===== config.mk =====
export PLATFORM = sky130hd
export DESIGN_NAME = haptic_effect_pwm_controller
export DESIGN_NICKNAME = d
export VERILOG_FILES = /design/src/haptic_pkg.sv /design/src/effect_player.sv /design/src/haptic_effect_pwm_controller.sv
export SDC_FILE = /design/constraint.sdc
export NUM_CORES = 1
export LEC_CHECK = 0
export ABC_AREA = 1
export BUFFER_PORTS_ARGS = -buffer_cell sky130_fd_sc_hd__buf_4
export CAP_MARGIN = 5
export CORE_ASPECT_RATIO = 0.6
export CORE_MARGIN = 2
export CORE_UTILIZATION = 40
export CTS_BUF_LIST = sky130_fd_sc_hd__clkbuf_2
export DETAILED_ROUTE_END_ITERATION = 8
export HOLD_SLACK_MARGIN = 0.06
export SLEW_MARGIN = 20
export SYNTH_ARGS = -nofsm -noshare
export SYNTH_HDL_FRONTEND = slang
export SYNTH_HIERARCHICAL = 1
export SYNTH_SLANG_ARGS = --single-unit

===== constraint.sdc =====
create_clock -name clock -period 2.32 [get_ports clock]
set_clock_uncertainty 0.15 [all_clocks]
set_input_delay 0.464 -clock clock [delete_from_list [all_inputs] [get_ports clock]]
set_output_delay 0.464 -clock clock [all_outputs]
set_load 0.01 [all_outputs]

===== src/haptic_pkg.sv =====
// constants, types and effect table for the haptic effect pwm controller
// assumes a single 200 mhz clock domain; scl and sda arrive as raw pin levels
package haptic_pkg;
  localparam logic [6:0] SLAVE_ADDR = 7'h10;
  localparam int CLK_HZ = 200_000_000;
  localparam int VIB_FREQ_HZ = 200;
  localparam int HALF_PERIOD_CYCLES = CLK_HZ / (2 * VIB_FREQ_HZ);
  localparam int STRETCH_TIMEOUT_US = 1000;
  localparam int STRETCH_TIMEOUT_CYCLES = STRETCH_TIMEOUT_US * (CLK_HZ / 1_000_000);
  localparam int PWM_BITS = 10;
  localparam int TIMER_BITS = 24;
  localparam logic [PWM_BITS-1:0] DUTY_MID = 10'h200;
  localparam logic [7:0] CMD_PLAY = 8'h01;
  localparam logic [7:0] CMD_ABORT = 8'h02;
  localparam logic [7:0] CMD_REVISION = 8'h03;
  localparam logic [7:0] LAST_EFFECT = 8'h0D;
  localparam logic [15:0] REVISION_DEFAULT = 16'h0001;
  localparam logic [3:0] LAST_BIT = 4'h7;
  localparam logic [3:0] FULL_BYTE = 4'h8;
  localparam logic [1:0] CMD_LAST_BYTE = 2'h2;

  typedef enum logic [2:0] {
    ST_IDLE = 3'b000,
    ST_RECV = 3'b001,
    ST_ACK = 3'b011,
    ST_STRETCH = 3'b010,
    ST_SEND = 3'b110,
    ST_MACK = 3'b111,
    ST_WAITSTOP = 3'b101
  } i2c_state_e_t;

  typedef struct packed {
    logic [2:0] sclSync;
    logic [2:0] sdaSync;
    logic sclF;
    logic sdaF;
    i2c_state_e_t state;
    logic [3:0] bitCnt;
    logic [7:0] shift;
    logic [1:0] byteIdx;
    logic isRead;
    logic txIdx;
    logic [7:0] cmd0;
    logic [7:0] cmd1;
    logic cmdValid;
    logic [TIMER_BITS-1:0] tmo;
    logic sclOe;
    logic sdaOe;
    logic drivePos;
    logic driveNeg;
  } i2c_state_t;

  typedef struct packed {
    logic [PWM_BITS-1:0] amp;
    logic [PWM_BITS-1:0] decay;
    logic [7:0] halves;
  } effect_t;

  typedef struct packed {
    logic [PWM_BITS-1:0] carrier;
    logic [TIMER_BITS-1:0] halfCnt;
    logic phase;
    logic [PWM_BITS-1:0] amp;
    logic [PWM_BITS-1:0] decay;
    logic [7:0] halvesLeft;
    logic playing;
    logic pwm;
    logic taken;
  } player_state_t;

  // amplitude, decay per half period, length in half periods
  function automatic effect_t effect_lut(input logic [3:0] idx);
    unique case (idx)
      4'h0: effect_lut = '{10'h3FF, 10'h000, 8'h0C};
      4'h1: effect_lut = '{10'h200, 10'h000, 8'h0C};
      4'h2: effect_lut = '{10'h3FF, 10'h040, 8'h10};
      4'h3: effect_lut = '{10'h200, 10'h020, 8'h10};
      4'h4: effect_lut = '{10'h3FF, 10'h000, 8'h28};
      4'h5: effect_lut = '{10'h200, 10'h000, 8'h28};
      4'h6: effect_lut = '{10'h3FF, 10'h020, 8'h20};
      4'h7: effect_lut = '{10'h200, 10'h010, 8'h20};
      4'h8: effect_lut = '{10'h300, 10'h000, 8'h06};
      4'h9: effect_lut = '{10'h180, 10'h000, 8'h06};
      4'hA: effect_lut = '{10'h3FF, 10'h008, 8'h50};
      4'hB: effect_lut = '{10'h200, 10'h004, 8'h50};
      4'hC: effect_lut = '{10'h3FF, 10'h080, 8'h08};
      default: effect_lut = '{10'h200, 10'h040, 8'h08};
    endcase
  endfunction : effect_lut
endpackage : haptic_pkg


===== src/effect_player.sv =====
// effect sequencer and 10-bit pwm modulator
// assumes command fields are stable while cmdValid is high, same clock domain
module effect_player import haptic_pkg::*; #(
  parameter int HALF_CYCLES = HALF_PERIOD_CYCLES
) (
  input wire logic clock,
  input wire logic rstn,
  input wire logic cmdValid,
  input wire logic [7:0] cmd0,
  input wire logic [7:0] cmd1,
  output logic cmdTaken,
  output logic playing,
  output logic pwm
);
  localparam logic [TIMER_BITS-1:0] HALF_LAST = TIMER_BITS'(HALF_CYCLES - 1);

  player_state_t r;
  player_state_t n;
  effect_t eff;

  // square-wave vibration around mid duty, depth set by envelope
  function automatic logic [PWM_BITS-1:0] duty_of(input player_state_t s);
    logic [PWM_BITS-1:0] half;
    half = s.amp >> 1;
    duty_of = s.phase ? DUTY_MID + half : DUTY_MID - half;
  endfunction : duty_of

  always_comb begin
    n = r;
    eff = effect_lut(cmd1[3:0]);
    n.taken = 1'b0;
    n.carrier = r.carrier + 10'h001;
    n.pwm = r.playing && (r.carrier < duty_of(r));
    if (r.playing) begin
      if (r.halfCnt == HALF_LAST) begin
        n.halfCnt = '0;
        n.phase = ~r.phase;
        n.amp = (r.amp > r.decay) ? r.amp - r.decay : '0;
        n.halvesLeft = r.halvesLeft - 8'h01;
        if (r.halvesLeft == 8'h01) begin
          n.playing = 1'b0;
        end
      end else begin
        n.halfCnt = r.halfCnt + 1'b1;
      end
    end
    // commands land only on a carrier boundary to avoid runt pulses
    if (cmdValid && !r.taken && r.carrier == '0) begin
      n.taken = 1'b1;
      if (cmd0 == CMD_PLAY && cmd1 <= LAST_EFFECT) begin
        n.playing = 1'b1;
        n.halfCnt = '0;
        n.phase = 1'b1;
        n.amp = eff.amp;
        n.decay = eff.decay;
        n.halvesLeft = eff.halves;
      end else if (cmd0 == CMD_ABORT) begin
        n.playing = 1'b0;
        n.pwm = 1'b0;
      end
    end
  end

  always_ff @(posedge clock or negedge rstn) begin
    if (!rstn) begin
      r <= '0;
    end else begin
      r <= n;
    end
  end

  assign cmdTaken = r.taken;
  assign playing = r.playing;
  assign pwm = r.pwm;
endmodule : effect_player


===== src/haptic_effect_pwm_controller.sv =====
// i2c slave front end and drive-pin stage of the haptic controller
// assumes scl and sda are open-drain wires with pull-ups resolved outside
module haptic_effect_pwm_controller import haptic_pkg::*; #(
  parameter int HALF_CYCLES = HALF_PERIOD_CYCLES,
  parameter int STRETCH_TIMEOUT = STRETCH_TIMEOUT_CYCLES,
  parameter logic [15:0] REVISION = REVISION_DEFAULT
) (
  input wire logic clock,
  input wire logic rstn,
  input wire logic sclIn,
  output logic sclOut,
  output logic sclOe,
  input wire logic sdaIn,
  output logic sdaOut,
  output logic sdaOe,
  output logic driveOutPos,
  output logic driveOutNeg
);
  localparam logic [TIMER_BITS-1:0] TMO_LAST = TIMER_BITS'(STRETCH_TIMEOUT - 1);

  i2c_state_t r;
  i2c_state_t n;
  logic sclRise;
  logic sclFall;
  logic startCond;
  logic stopCond;
  logic [7:0] txNext;
  logic cmdTaken;
  logic playing;
  logic pwm;

  // revision high byte first, then low byte, repeating
  function automatic logic [7:0] rev_byte(input logic idx);
    rev_byte = idx ? REVISION[7:0] : REVISION[15:8];
  endfunction : rev_byte

  effect_player #(
    .HALF_CYCLES(HALF_CYCLES)
  ) player (
    .clock(clock),
    .rstn(rstn),
    .cmdValid(r.cmdValid),
    .cmd0(r.cmd0),
    .cmd1(r.cmd1),
    .cmdTaken(cmdTaken),
    .playing(playing),
    .pwm(pwm)
  );

  always_comb begin
    n = r;
    txNext = rev_byte(r.txIdx);
    n.sclSync = {r.sclSync[1:0], sclIn};
    n.sdaSync = {r.sdaSync[1:0], sdaIn};
    if (r.sclSync[1] == r.sclSync[2]) begin
      n.sclF = r.sclSync[2];
    end
    if (r.sdaSync[1] == r.sdaSync[2]) begin
      n.sdaF = r.sdaSync[2];
    end
    sclRise = !r.sclF && n.sclF;
    sclFall = r.sclF && !n.sclF;
    startCond = r.sclF && n.sclF && r.sdaF && !n.sdaF;
    stopCond = r.sclF && n.sclF && !r.sdaF && n.sdaF;
    if (r.cmdValid && cmdTaken) begin
      n.cmdValid = 1'b0;
    end
    n.drivePos = playing && pwm;
    n.driveNeg = playing && !pwm;
    if (startCond) begin
      n.state = ST_RECV;
      n.bitCnt = '0;
      n.byteIdx = '0;
      n.txIdx = 1'b0;
      n.sdaOe = 1'b0;
      n.sclOe = 1'b0;
    end else if (stopCond) begin
      n.state = ST_IDLE;
      n.sdaOe = 1'b0;
      n.sclOe = 1'b0;
    end else begin
      unique case (r.state)
        ST_IDLE, ST_WAITSTOP: begin
          n.sdaOe = 1'b0;
        end
        ST_RECV: begin
          if (sclRise && r.bitCnt != FULL_BYTE) begin
            n.shift = {r.shift[6:0], n.sdaF};
            n.bitCnt = r.bitCnt + 4'h1;
          end else if (sclFall && r.bitCnt == FULL_BYTE) begin
            if (r.byteIdx == 2'h0) begin
              // general call and ten-bit headers never equal our address
              if (r.shift[7:1] == SLAVE_ADDR) begin
                n.isRead = r.shift[0];
                n.sdaOe = 1'b1;
                n.state = ST_ACK;
              end else begin
                n.state = ST_WAITSTOP;
              end
            end else if (r.byteIdx == 2'h1) begin
              n.cmd0 = r.shift;
              n.sdaOe = 1'b1;
              n.state = ST_ACK;
            end else if (r.byteIdx == CMD_LAST_BYTE) begin
              n.cmd1 = r.shift;
              n.sdaOe = 1'b1;
              n.state = ST_ACK;
            end else begin
              n.state = ST_WAITSTOP;
            end
          end
        end
        ST_ACK: begin
          if (sclFall) begin
            n.sdaOe = 1'b0;
            n.byteIdx = r.byteIdx + 2'h1;
            n.bitCnt = '0;
            if (r.byteIdx == 2'h0 && r.isRead) begin
              n.shift = rev_byte(1'b0);
              n.sdaOe = !REVISION[15];
              n.state = ST_SEND;
            end else if (r.byteIdx == CMD_LAST_BYTE) begin
              // hold scl low until the player has taken the command or the stretch time-out expires
              n.cmdValid = 1'b1;
              n.sclOe = 1'b1;
              n.tmo = '0;
              n.state = ST_STRETCH;
            end else begin
              n.state = ST_RECV;
            end
          end
        end
        ST_STRETCH: begin
          n.tmo = r.tmo + 1'b1;
          if (!r.cmdValid) begin
            n.sclOe = 1'b0;
            n.state = ST_RECV;
          end else if (r.tmo == TMO_LAST) begin
            n.sclOe = 1'b0;
            n.cmdValid = 1'b0;
            n.state = ST_IDLE;
          end
        end
        ST_SEND: begin
          if (sclFall) begin
            if (r.bitCnt == LAST_BIT) begin
              n.sdaOe = 1'b0;
              n.state = ST_MACK;
            end else begin
              n.bitCnt = r.bitCnt + 4'h1;
              n.shift = {r.shift[6:0], 1'b0};
              n.sdaOe = !r.shift[6];
            end
          end
        end
        ST_MACK: begin
          if (sclRise) begin
            if (n.sdaF) begin
              n.state = ST_WAITSTOP;
            end else begin
              n.txIdx = ~r.txIdx;
            end
          end else if (sclFall) begin
            n.shift = txNext;
            n.sdaOe = !txNext[7];
            n.bitCnt = '0;
            n.state = ST_SEND;
          end
        end
        default: begin
          n.state = ST_IDLE;
          n.sdaOe = 1'b0;
          n.sclOe = 1'b0;
        end
      endcase
    end
  end

  always_ff @(posedge clock or negedge rstn) begin
    if (!rstn) begin
      r <= '0;
    end else begin
      r <= n;
    end
  end

  // open-drain pins only ever pull low
  assign sclOut = 1'b0;
  assign sdaOut = 1'b0;
  assign sclOe = r.sclOe;
  assign sdaOe = r.sdaOe;
  assign driveOutPos = r.drivePos;
  assign driveOutNeg = r.driveNeg;
endmodule : haptic_effect_pwm_controller


* After elaboration in Yosys (flattened, before gate mapping)
Memory sizes are Yosys's and may differ from the RTL's.
Cells that the tools add are included.
Widths: inputs -> output; s select.
** Storage, ports and cells
- Bits in registers :: 138
- Latch bits :: 0
- Bits in writable memories :: 0
- Memory bits (read-only) :: 352
- Input bits :: 4
- Output and inout port bits :: 6
- Word-level logic and storage cells :: 233
- Memories :: 1
** Memory list
- (no name shown) :: words 16, width 22, rd ports 1, clocked after memory_dff 0, write ports 0, line haptic_pkg.sv:73 : unique case (idx)
** Cells by class
- $add $sub $neg :: 9
- Multiply operators :: 0
- Div/mod/pow operators :: 0
- $lt $le $gt $ge :: 3
- Eq/ne operators :: 53
- Shifts and indexed selects :: 0
- Muxes and demuxes :: 84
- Bitwise logic cells :: 7
- Reduce and logical (&&, ||, !) cells :: 49
** Operators with widths (number)
- $mux 16 :: 4
- $mux 57 :: 1
- $mux 56 :: 1
- $mux 53 :: 1
- $mux 26 :: 2
- $pmux 25 s2 :: 1
- $add 24x1->24 const B :: 2
- $pmux 12 s4 :: 1
- $ne 4x4->1 const B :: 10
- $mux 3 :: 13
- $mux 12 :: 3
- $mux 35 :: 1
- $mux 8 :: 4
- $mux 1 :: 31
- $mux 15 :: 2
- $mux 27 :: 1
- $mux 25 :: 1
- $eq 24x18->1 const B :: 1
- $eq 24x19->1 const B :: 1
- $mux 24 :: 1
- $ne 3x3->1 const B :: 8
- $mux 10 :: 2
- $ne 2x2->1 const B :: 10
- $ne 5x5->1 const B :: 4
- other kinds (53) :: 99

* Depth between registers and ports, before layout
Gate-level depths: netlist of run 1.
- Depth after elaboration :: 10
- Depth in mapped cells :: 14
- Mapped depth without buffers :: 14

* By module
Netlist of run 1, hierarchy kept.
** By module, submodules not included
- effect_player :: times used 1, cells each 600, area an instance 4335.4 um^2, sequential area each 1551.5 um^2
- haptic_effect_pwm_controller :: times used 1, cells each 551, area an instance 4026.4 um^2, sequential area each 1801.7 um^2

* Least setup slack after synthesis of run 1
No wires, ideal clock.
- Path kind :: reg-to-reg
- From :: register, netlist name r[65]
- To :: register, netlist name r[23]
- Library setup time :: 114 ps
- Arrival :: 1779 ps
- Required time :: 2056 ps
- Setup slack :: 277 ps
- Stages on the path, launching flop included :: 14
- Buffers on the path :: 1
- Period minus slack after synthesis :: 2043 ps
- Cells stage by stage :: dfrtp_1 > inv_1 > nand2_1 > o21a_1 > inv_1 > ha_1 > nand2_1 > o21ai_1 > inv_2 > nor2_4 > buf_2 > nand3_1 > nand3_1 > inv_1

==> results by stage, run 1 <==
Setup path:
- In this design, the largest share of critical-path delay is due to simple AND/OR/NAND/NOR gates.
- The number of buffer and inverter instances along the worst setup path is 2.
- The worst setup path is of the reg -> reg kind.
- The critical-path maximum fanout is 4.
- Data on the critical path arrives at its endpoint at 2.66 ns.
- The cell with the largest stage delay on the worst path is dfrtp_1.
- In this run the critical register-to-register path is launched from player/r[24].
- The reg-to-reg setup timing slack is 0.12 ns.
- STA puts the critical path data required time at 2.78 ns.
- Counting cells, the worst reg-to-reg path comes to 13.
- For this run, the slowest stage of the critical path takes 0.47 ns.
- The type of origin of the critical path is a register.
- The signal on the critical path passes through inv_2 > nand3_2 > nor2_2 > nand3_2 > nand2_2 > xor2_1 > inv_1 > ha_1 > nand2_1 > nor2_2 > o211ai_1 > nand4_1 > a21oi_2.
- The endpoint of the worst register-to-register path is player/pwm.
- The worst setup path is captured at a register.

Power:
- The leakage component of the power is 4.653 nW.
- The power density over the cells is 448.4 mW/mm².
- The sum of internal, switching and leakage power is 4.276 mW.
- The peak supply drop is 0.4571 mV.

Global routing:
- The number of antenna violations at the first check in global routing was 1.
- The wire length of the first global-routing pass is 34960 µm.
- The number of global-route vias before repair is 6738.
- Summed over all layers, the global routing overflow is 0.
- The pin count of the biggest net entering global routing is 46.
- The overall track demand over capacity in global routing is 20.16%.

Synth:
- The number of different library cells used by synthesis comes to 47.
- The compound-cell area share of the yosys netlist is 8.394%.
- The count of yosys warnings during synthesis is 6.
- The number of instances in the synthesized netlist is 1151.
- Yosys mapped a number of flops with a built-in enable equal to 0.
- The register bit total from synthesis is 134.
- The fraction of registers with async set or reset after synthesis is 100.0%.
- After Yosys synthesis, and, or, nand and nor cells account for 33.80% of the synthesized area.
- Of the synthesized area, sequential elements account for 40.10%.
- After Yosys synthesis, XOR and XNOR cells account for 3.352% of the synthesized area.
- The dominant combinational cell family by area after synthesis is simple AND/OR/NAND/NOR gates.
- Summing every instance area after synthesis gives 0.008362 mm².
- The dominant synthesized flop cell is dfrtp_1.
- The adder and majority gate portion of the synthesized area is 5.626%.
- The average cell area after synthesis is 7.265 µm².
- Measured against the total synthesized area, the mux share comes to 0%.

Floorplan:
- The initial core utilization is 41.25%.
- The number of cell rows is 40.
- The floorplan step set the die width to 190.7 µm.
- The die is 116.0 µm tall.
- The total die area is 0.02212 mm².
- The number of top-level design ports is 10.
- The placeable core area is 0.02027 mm².

STA:
- The smallest hold slack is 0.2101 ns.
- The number of pins with negative max-slew slack in the final report came to 0.
- The final hold violation count is 0.
- The ratio of final minimum period to clock period is 94.69%.
- The final period demand of the worst path is 2.197 ns.
- At the pin with the least slew margin, the transition time is 0.5198 ns.
- Measured against its own limit, the worst slew margin works out to 65.08%.
- Setup violations remaining at the end of the flow were counted as 0.
- The sum of negative setup slack is 0 ns.
- Derived from the worst setup path, the maximum achievable clock frequency is 455.2 MHz.

Route:
- The wire length per cell is 14.06 µm.
- In this run the remaining antenna-violating nets after routing total 0.
- The count of unresolved DRC violations after routing is 0.
- After detailed routing, the number of vias per cell comes to 5.026.
- The detailed router placed 7549 vias in this run.
- The count of routing violations after the opening detailed-route iteration is 638.
- The final layout contains routed wiring with a total length of 21110 µm.
- The number of iterations in the first detailed-routing pass is 7.

Cells and area:
- In the final layout, the multi-input gates occupy 0.004399 mm².
- The top cell types in the final layout, fill and taps aside, are nand2_1, inv_1, nor2_1.
- After routing the design area is 0.009537 mm².
- The count of nets after finishing is 1256.
- The area overhead of the layout relative to synthesis is 14.05%.
- The fraction of final layout cells sized beyond drive strength 1 is 13.19%.
- The number of fill cells is 2033.
- The area taken by flip-flops and latches is 0.003354 mm².
- The leading cell type in the layout, fill and taps excluded is nand2_1.

Clock tree:
- The buffer levels on the longest clock path is 2.
- Clock-pin slew was measured on the worst setup and hold paths at 0.21 ns.
- The clock tree from TritonCTS is done.
- The tree is rooted in a clkbuf_2.
- The H-tree was split into 4 levels.
- The total clock buffers created by CTS is 17.
- The later-pin clock latency in the skew report is 0.74 ns.
- The number of sinks on the clock net is 134.

Flow run:
- Max-cap violations in this run came to 0.

Placed design:
- Summed over all nets, the half-perimeter wirelength after detailed placement is 15810 µm.
- The weighted congestion reported at the end of routability-driven placement is 0.9001.
- Input and output buffers added on the ports amount to 7.
- Once placement finished, the instance area stood at 0.008967 mm².

Run status:
- The flow ran to the end, and the final reports show no timing, DRC or antenna violations.

Worst hold path:
- The start point of the worst min-delay path is sdaIn.
- The worst-case hold path end point is n[67].
- The classification of the worst-slack hold path is in -> reg.
- Along the worst hold path, the cell count comes to 2.
==> stage by stage <==
step                worst slack [ns]  instances  util, %
finish                        0.1233       1502    47.05
global route                -0.01021       1502    47.05
CTS                          0.01945       1487    45.81
detailed placement           0.03857       1450    44.24
global placement              0.1363       1450    44.24
floorplan                     0.2768       1152        -
==> kinds of logic (layout without fill, tap and decap cells) <==
group | count (synthesis) | after routing
XOR/XNOR | 32 | 32
other | 1 | 3
AO/OA/AOI/OAI | 129 | 129
flip-flops | 134 | 134
AND/OR/NAND/NOR | 635 | 636
adder cells (fa/ha/maj) | 37 | 37
buffers and inverters | 183 | 258
==> worst max path at each step <==
stage	slack, ns	end	start	cells past startpoint
floorplan	0.28	r[23]	r[65]	13
global placement	0.14	r[12]	r[65]	11
detailed placement	0.04	r[12]	r[65]	11
CTS	0.02	r[9]	r[65]	13
global route	-0.01	r[17]	r[65]	12
finish	0.12	player/pwm	player/r[24]	13
==> state kept, by name (all words and copies together), names as in the netlist <==
name,flops
sdaOe,1
r,64
driveOutPos,1
player/playing,1
driveOutNeg,1
player/cmdTaken,1
player/r,59
sclOe,1
n,4
player/pwm,1
==> cell usage after synthesis, types with 9 or more instances <==
library cell	count	area share, %
inv_2	13	0.58
nand3_1	97	5.8
nor2_2	9	0.67
inv_1	155	7.0
nor2_1	149	6.7
nand4_1	19	1.4
ha_1	36	5.4
a21oi_1	46	2.8
nor3_1	40	2.4
o21ai_1	24	1.4
xor2_1	27	2.8
dfrtp_1	134	40
nand2_1	286	13
buf_2	9	0.54
o21ai_0	34	2.0
nand2_2	9	0.67
==> per-layer routing <==
| layer | global-route usage (%) | vias up | wire length [µm] |
|---|---|---|---|
| li1 | - | 3824 | - |
| met1 | 33.87 | 3506 | 12040 |
| met2 | 24.10 | 205 | 7353 |
| met3 | 5.391 | 14 | 1556 |
| met4 | 4.703 | 0 | 164 |
| met5 | 0 | - | 0 |
==> layout make-up <==
type,instances,share of cell area (%)
Clock inverter,14,1.666
Multi-Input combinational cell,836,46.13
Tap cell,273,3.582
Timing Repair Buffer,57,5.773
Inverter,169,6.704
Antenna cell,1,0.02624
Sequential cell,134,35.17
Clock buffer,18,0.9446
==> power by group <==
part           total [mW]  internal (mW)  switching, mW
Combinational       0.330          0.118          0.212
Clock                1.51          0.593          0.918
Sequential           2.44           2.39         0.0479
==> repair_timing <==
item / 4_1_cts / 5_1_grt
cloned: 0 / 3
gates resized for setup: 1 / 36
hold endpoints to repair: 136 / 0
hold buffers: 5 / 0
pin swaps: 0 / 15
buffers inserted: 0 / 11
setup endpoints to repair: 2 / 59
Note: power is estimated with default switching activity, not from simulation.
==> inputs of run 2 (changes only) <==
Clock period 2.32 ns to 2 ns, I/O delays scaled along.
==> run 2 against run 1 <==
Compared with the run above:
- via count rose by 5.3%
- maximum frequency rose by 2.3%
- non-clock buffer count rose by 68
- largest cell class unchanged
- total power rose by 18%
- the flow now finishes with violations (setup timing)
- critical path type unchanged
- routed wire length rose by 8.8%
- global-route usage rose by 1.1 points
- worst setup slack got worse by 0.27 ns
- critical path depth fell by 1
==> results by stage, run 2 (synthesis gave the netlist of run 1 again) <==
Run status:
- The flow ran to the end, but the final reports show violations.
- The final reports fail on setup timing.

Setup path:
- The critical-path maximum fanout is 4 (unchanged).
- The endpoint kind of the worst setup timing path is a register.
- The arrival time of the worst setup path came to 2.67 ns (about the same).
- The kind of critical path is reg -> reg.
- STA classifies the critical path startpoint as a register.
- The required arrival time at the worst endpoint was 2.53 ns (-0.25 ns).

Clock tree:
- The clock root buffer is clkbuf_2.
- The total clock buffers created by CTS is 17 (unchanged).
- The number of levels the H-tree was split into is 4 (unchanged).
- The buffer levels on the longest clock path is 2 (unchanged).
- The later-pin clock latency in the skew report came to 0.75 ns (about the same).
- The number of sinks on the clock net is 134 (unchanged).
- The clock transition at the register clock pins on the worst setup and hold paths after CTS was 0.22 ns (about the same).
- TritonCTS built the clock tree.

Cells and area:
- The fraction of final layout cells sized beyond drive strength 1 is 27.08% (+14 points).
- The largest register by flop count is r.
- The flip-flop count of the largest register, all copies and words added was 64 (unchanged).
- The post-route non-filler standard cell count was 1569 (+4.5%).
- The count of nets after finishing is 1324 (+5.4%).
- The number of inserted diodes was 0 (-1).
- The area overhead of the layout relative to synthesis is 28.85%.
- The share of the core filled with cells in the final layout came to 53.15% (+6.1 points).
- In the layout the commonest cells are nand2_1, inv_1, dfrtp_1.
- The area of all placed cells without fillers is 0.01077 mm² (+13%).
- The library cell used most frequently in the layout, excluding fill and tap cells, is nand2_1.
- The number of fill cells is 1933 (-4.9%).

STA:
- The actual slew at the worst max-slew pin came to 0.5578 ns (+0.03799 ns).
- The final number of setup-violating endpoints is 59 (+59).
- The ratio of final minimum period to clock period came to 107.4% (+13 points).
- The final hold violation count is 0 (unchanged).
- The number of pins with negative max-slew slack in the final report is 0 (unchanged).
- Setup repair after global routing could not meet its margin everywhere.
- The post-route worst setup slack is -0.1473 ns (-0.2706 ns).
- The sum of negative setup slack was -4.149 ns (-4.149 ns).
- The highest attainable clock frequency is 465.7 MHz (+2.3%).
- The headroom to the max-slew limit is 62.53% (-2.6 points).
- The final period demand of the worst path is 2.147 ns (-0.04942 ns).
- The smallest hold slack is 0.1401 ns (-0.07001 ns).

Global routing:
- The overall track demand over capacity in global routing is 21.23% (+1.1 points).
- The pin count of the biggest net entering global routing is 40 (-13%).
- The number of global-route vias before repair is 6890 (+2.3%).
- The number of antenna violations at the first check in global routing is 0 (-1).
- The aggregate global routing overflow came to 0 (unchanged).
- The wire length of the first global-routing pass is 36560 µm (+4.6%).

Power:
- The internal power of the cells was 3.647 mW (+18%).
- The sequential group share of total power is 56.2% (-0.8 points).
- The switching part of the total power was 27.44% (-0.093 points).
- The total net switching power is 1.379 mW (+17%).
- The leakage component of the power is 5.166 nW (+11%).
- The power density over the cells came to 466.5 mW/mm² (+4.0%).
- The peak supply drop came to 0.4676 mV (+2.3%).
- The share of total power in the clock network is 34.4% (-0.9 points).
- The sum of internal, switching and leakage power is 5.026 mW (+18%).
- The combinational cell fraction of total power was 9.4% (+1.7 points).

Route:
- The wire length per cell is 14.64 µm (+4.1%).
- The count of routing violations after the opening detailed-route iteration came to 738 (+16%).
- The count of unresolved DRC violations after routing came to 0 (unchanged).
- The via count was 7947 (+5.3%).
- The post-detailed-routing wire length is 22970 µm (+8.8%).
- The number of iterations in the first detailed-routing pass came to 6 (-1).
- The average via count per standard cell is 5.065 (+0.78%).
- The number of antenna-violating nets in the routed design is 0 (unchanged).

Placed design:
- The placed instance area was 0.009457 mm² (+5.5%).
- The count of input and output buffers is 7 (unchanged).
- The estimated wirelength of the detail-placed design is 16600 µm (+5.0%).
- The weighted congestion reported at the end of routability-driven placement is 0.9265 (+2.9%).
- The worst slack after detailed placement came to -0.1869 ns (-0.2254 ns).
- The placed instance count is 1509 (+4.1%).

Floorplan:
- The total die area came to 0.02212 mm² (unchanged).
- The number of cell rows was 40 (unchanged).
- The overall die width is 190.7 µm (unchanged).
- The initial core utilization was 41.25% (unchanged).
- The die height is 116.0 µm (unchanged).
- The number of top-level design ports was 10 (unchanged).
- The placeable core area came to 0.02027 mm² (unchanged).

Flow run:
- The number of maximum-capacitance violations is 0 (unchanged).

Worst hold path:
- The tightest min-delay check is of the in -> reg type.
-- run 2: cell count changes in the layout (fill, tap and decap cells not counted), sizes merged --
cell / change
diode: -1
inv: -1
buf: +69
clkinvlp: -2
clkbuf: +2
-- run 2: layout make-up --
| class | count | area (µm²) | share of cell area, % |
|---|---|---|---|
| clock buffers | 21 | 105.1 | 0.9755 |
| clock inverters | 11 | 132.6 | 1.231 |
| inverters | 169 | 659.4 | 6.120 |
| multi-input cells | 836 | 4989 | 46.30 |
| flip-flops and latches | 134 | 3357 | 31.16 |
| well taps | 273 | 341.6 | 3.170 |
| repair buffers | 125 | 1190 | 11.04 |
-- run 2: per-layer routing --
metal	share of wire [%]	GRT usage, %	vias up
met1	57	36.45	3764
met2	36	25.70	199
met4	0.83	4.186	0
li1	-	-	3965
met5	0	0	-
met3	5.9	4.482	19
-- run 2: power by group through the flow --
stage / registers [mW] / clock network, mW / logic [mW]
after floorplan: 2.86 / 0 / 0.217
after global placement: 2.87 / 0 / 0.379
after detailed placement: 2.87 / 0 / 0.382
after CTS: 2.83 / 1.79 / 0.430
after global routing: 2.84 / 1.93 / 0.522
final: 2.82 / 1.73 / 0.472
-- run 2: path summary, 6_finish.rpt --
check                                  start          end  slack (ns)  depth (start not counted)
worst max register to register  player/r[23]   player/pwm       -0.15                         12
worst min-delay path                   sdaIn        n[67]        0.14                          2
worst max-delay path            player/r[23]   player/pwm       -0.15                         12
max in group asynchronous               rstn        r[57]        0.71                          4
min in group asynchronous               rstn  driveOutPos        0.59                          4
worst min register to register         n[70]        n[71]        0.23                          0
-- run 2: timing repair --
item                                   CTS  global route
gates cloned                             3             2
setup buffers                            6            12
setup endpoints to repair               67            97
resized for setup                       79           147
endpoints found under the hold margin  136             0
pin swaps                               32            48
hold buffers                             5             0
-- run 2: critical path, cell delays in order (launching register included) --
cell and delay [ns]:
dfrtp_1 0.46, inv_4 0.11, nand3_4 0.08, nor2_4 0.13, nand3_1 0.09, nand2_1 0.10
xor2_1 0.15, inv_1 0.09, ha_4 0.25, a21oi_1 0.12, o21a_1 0.12, nand4_1 0.09
a21oi_2 0.13
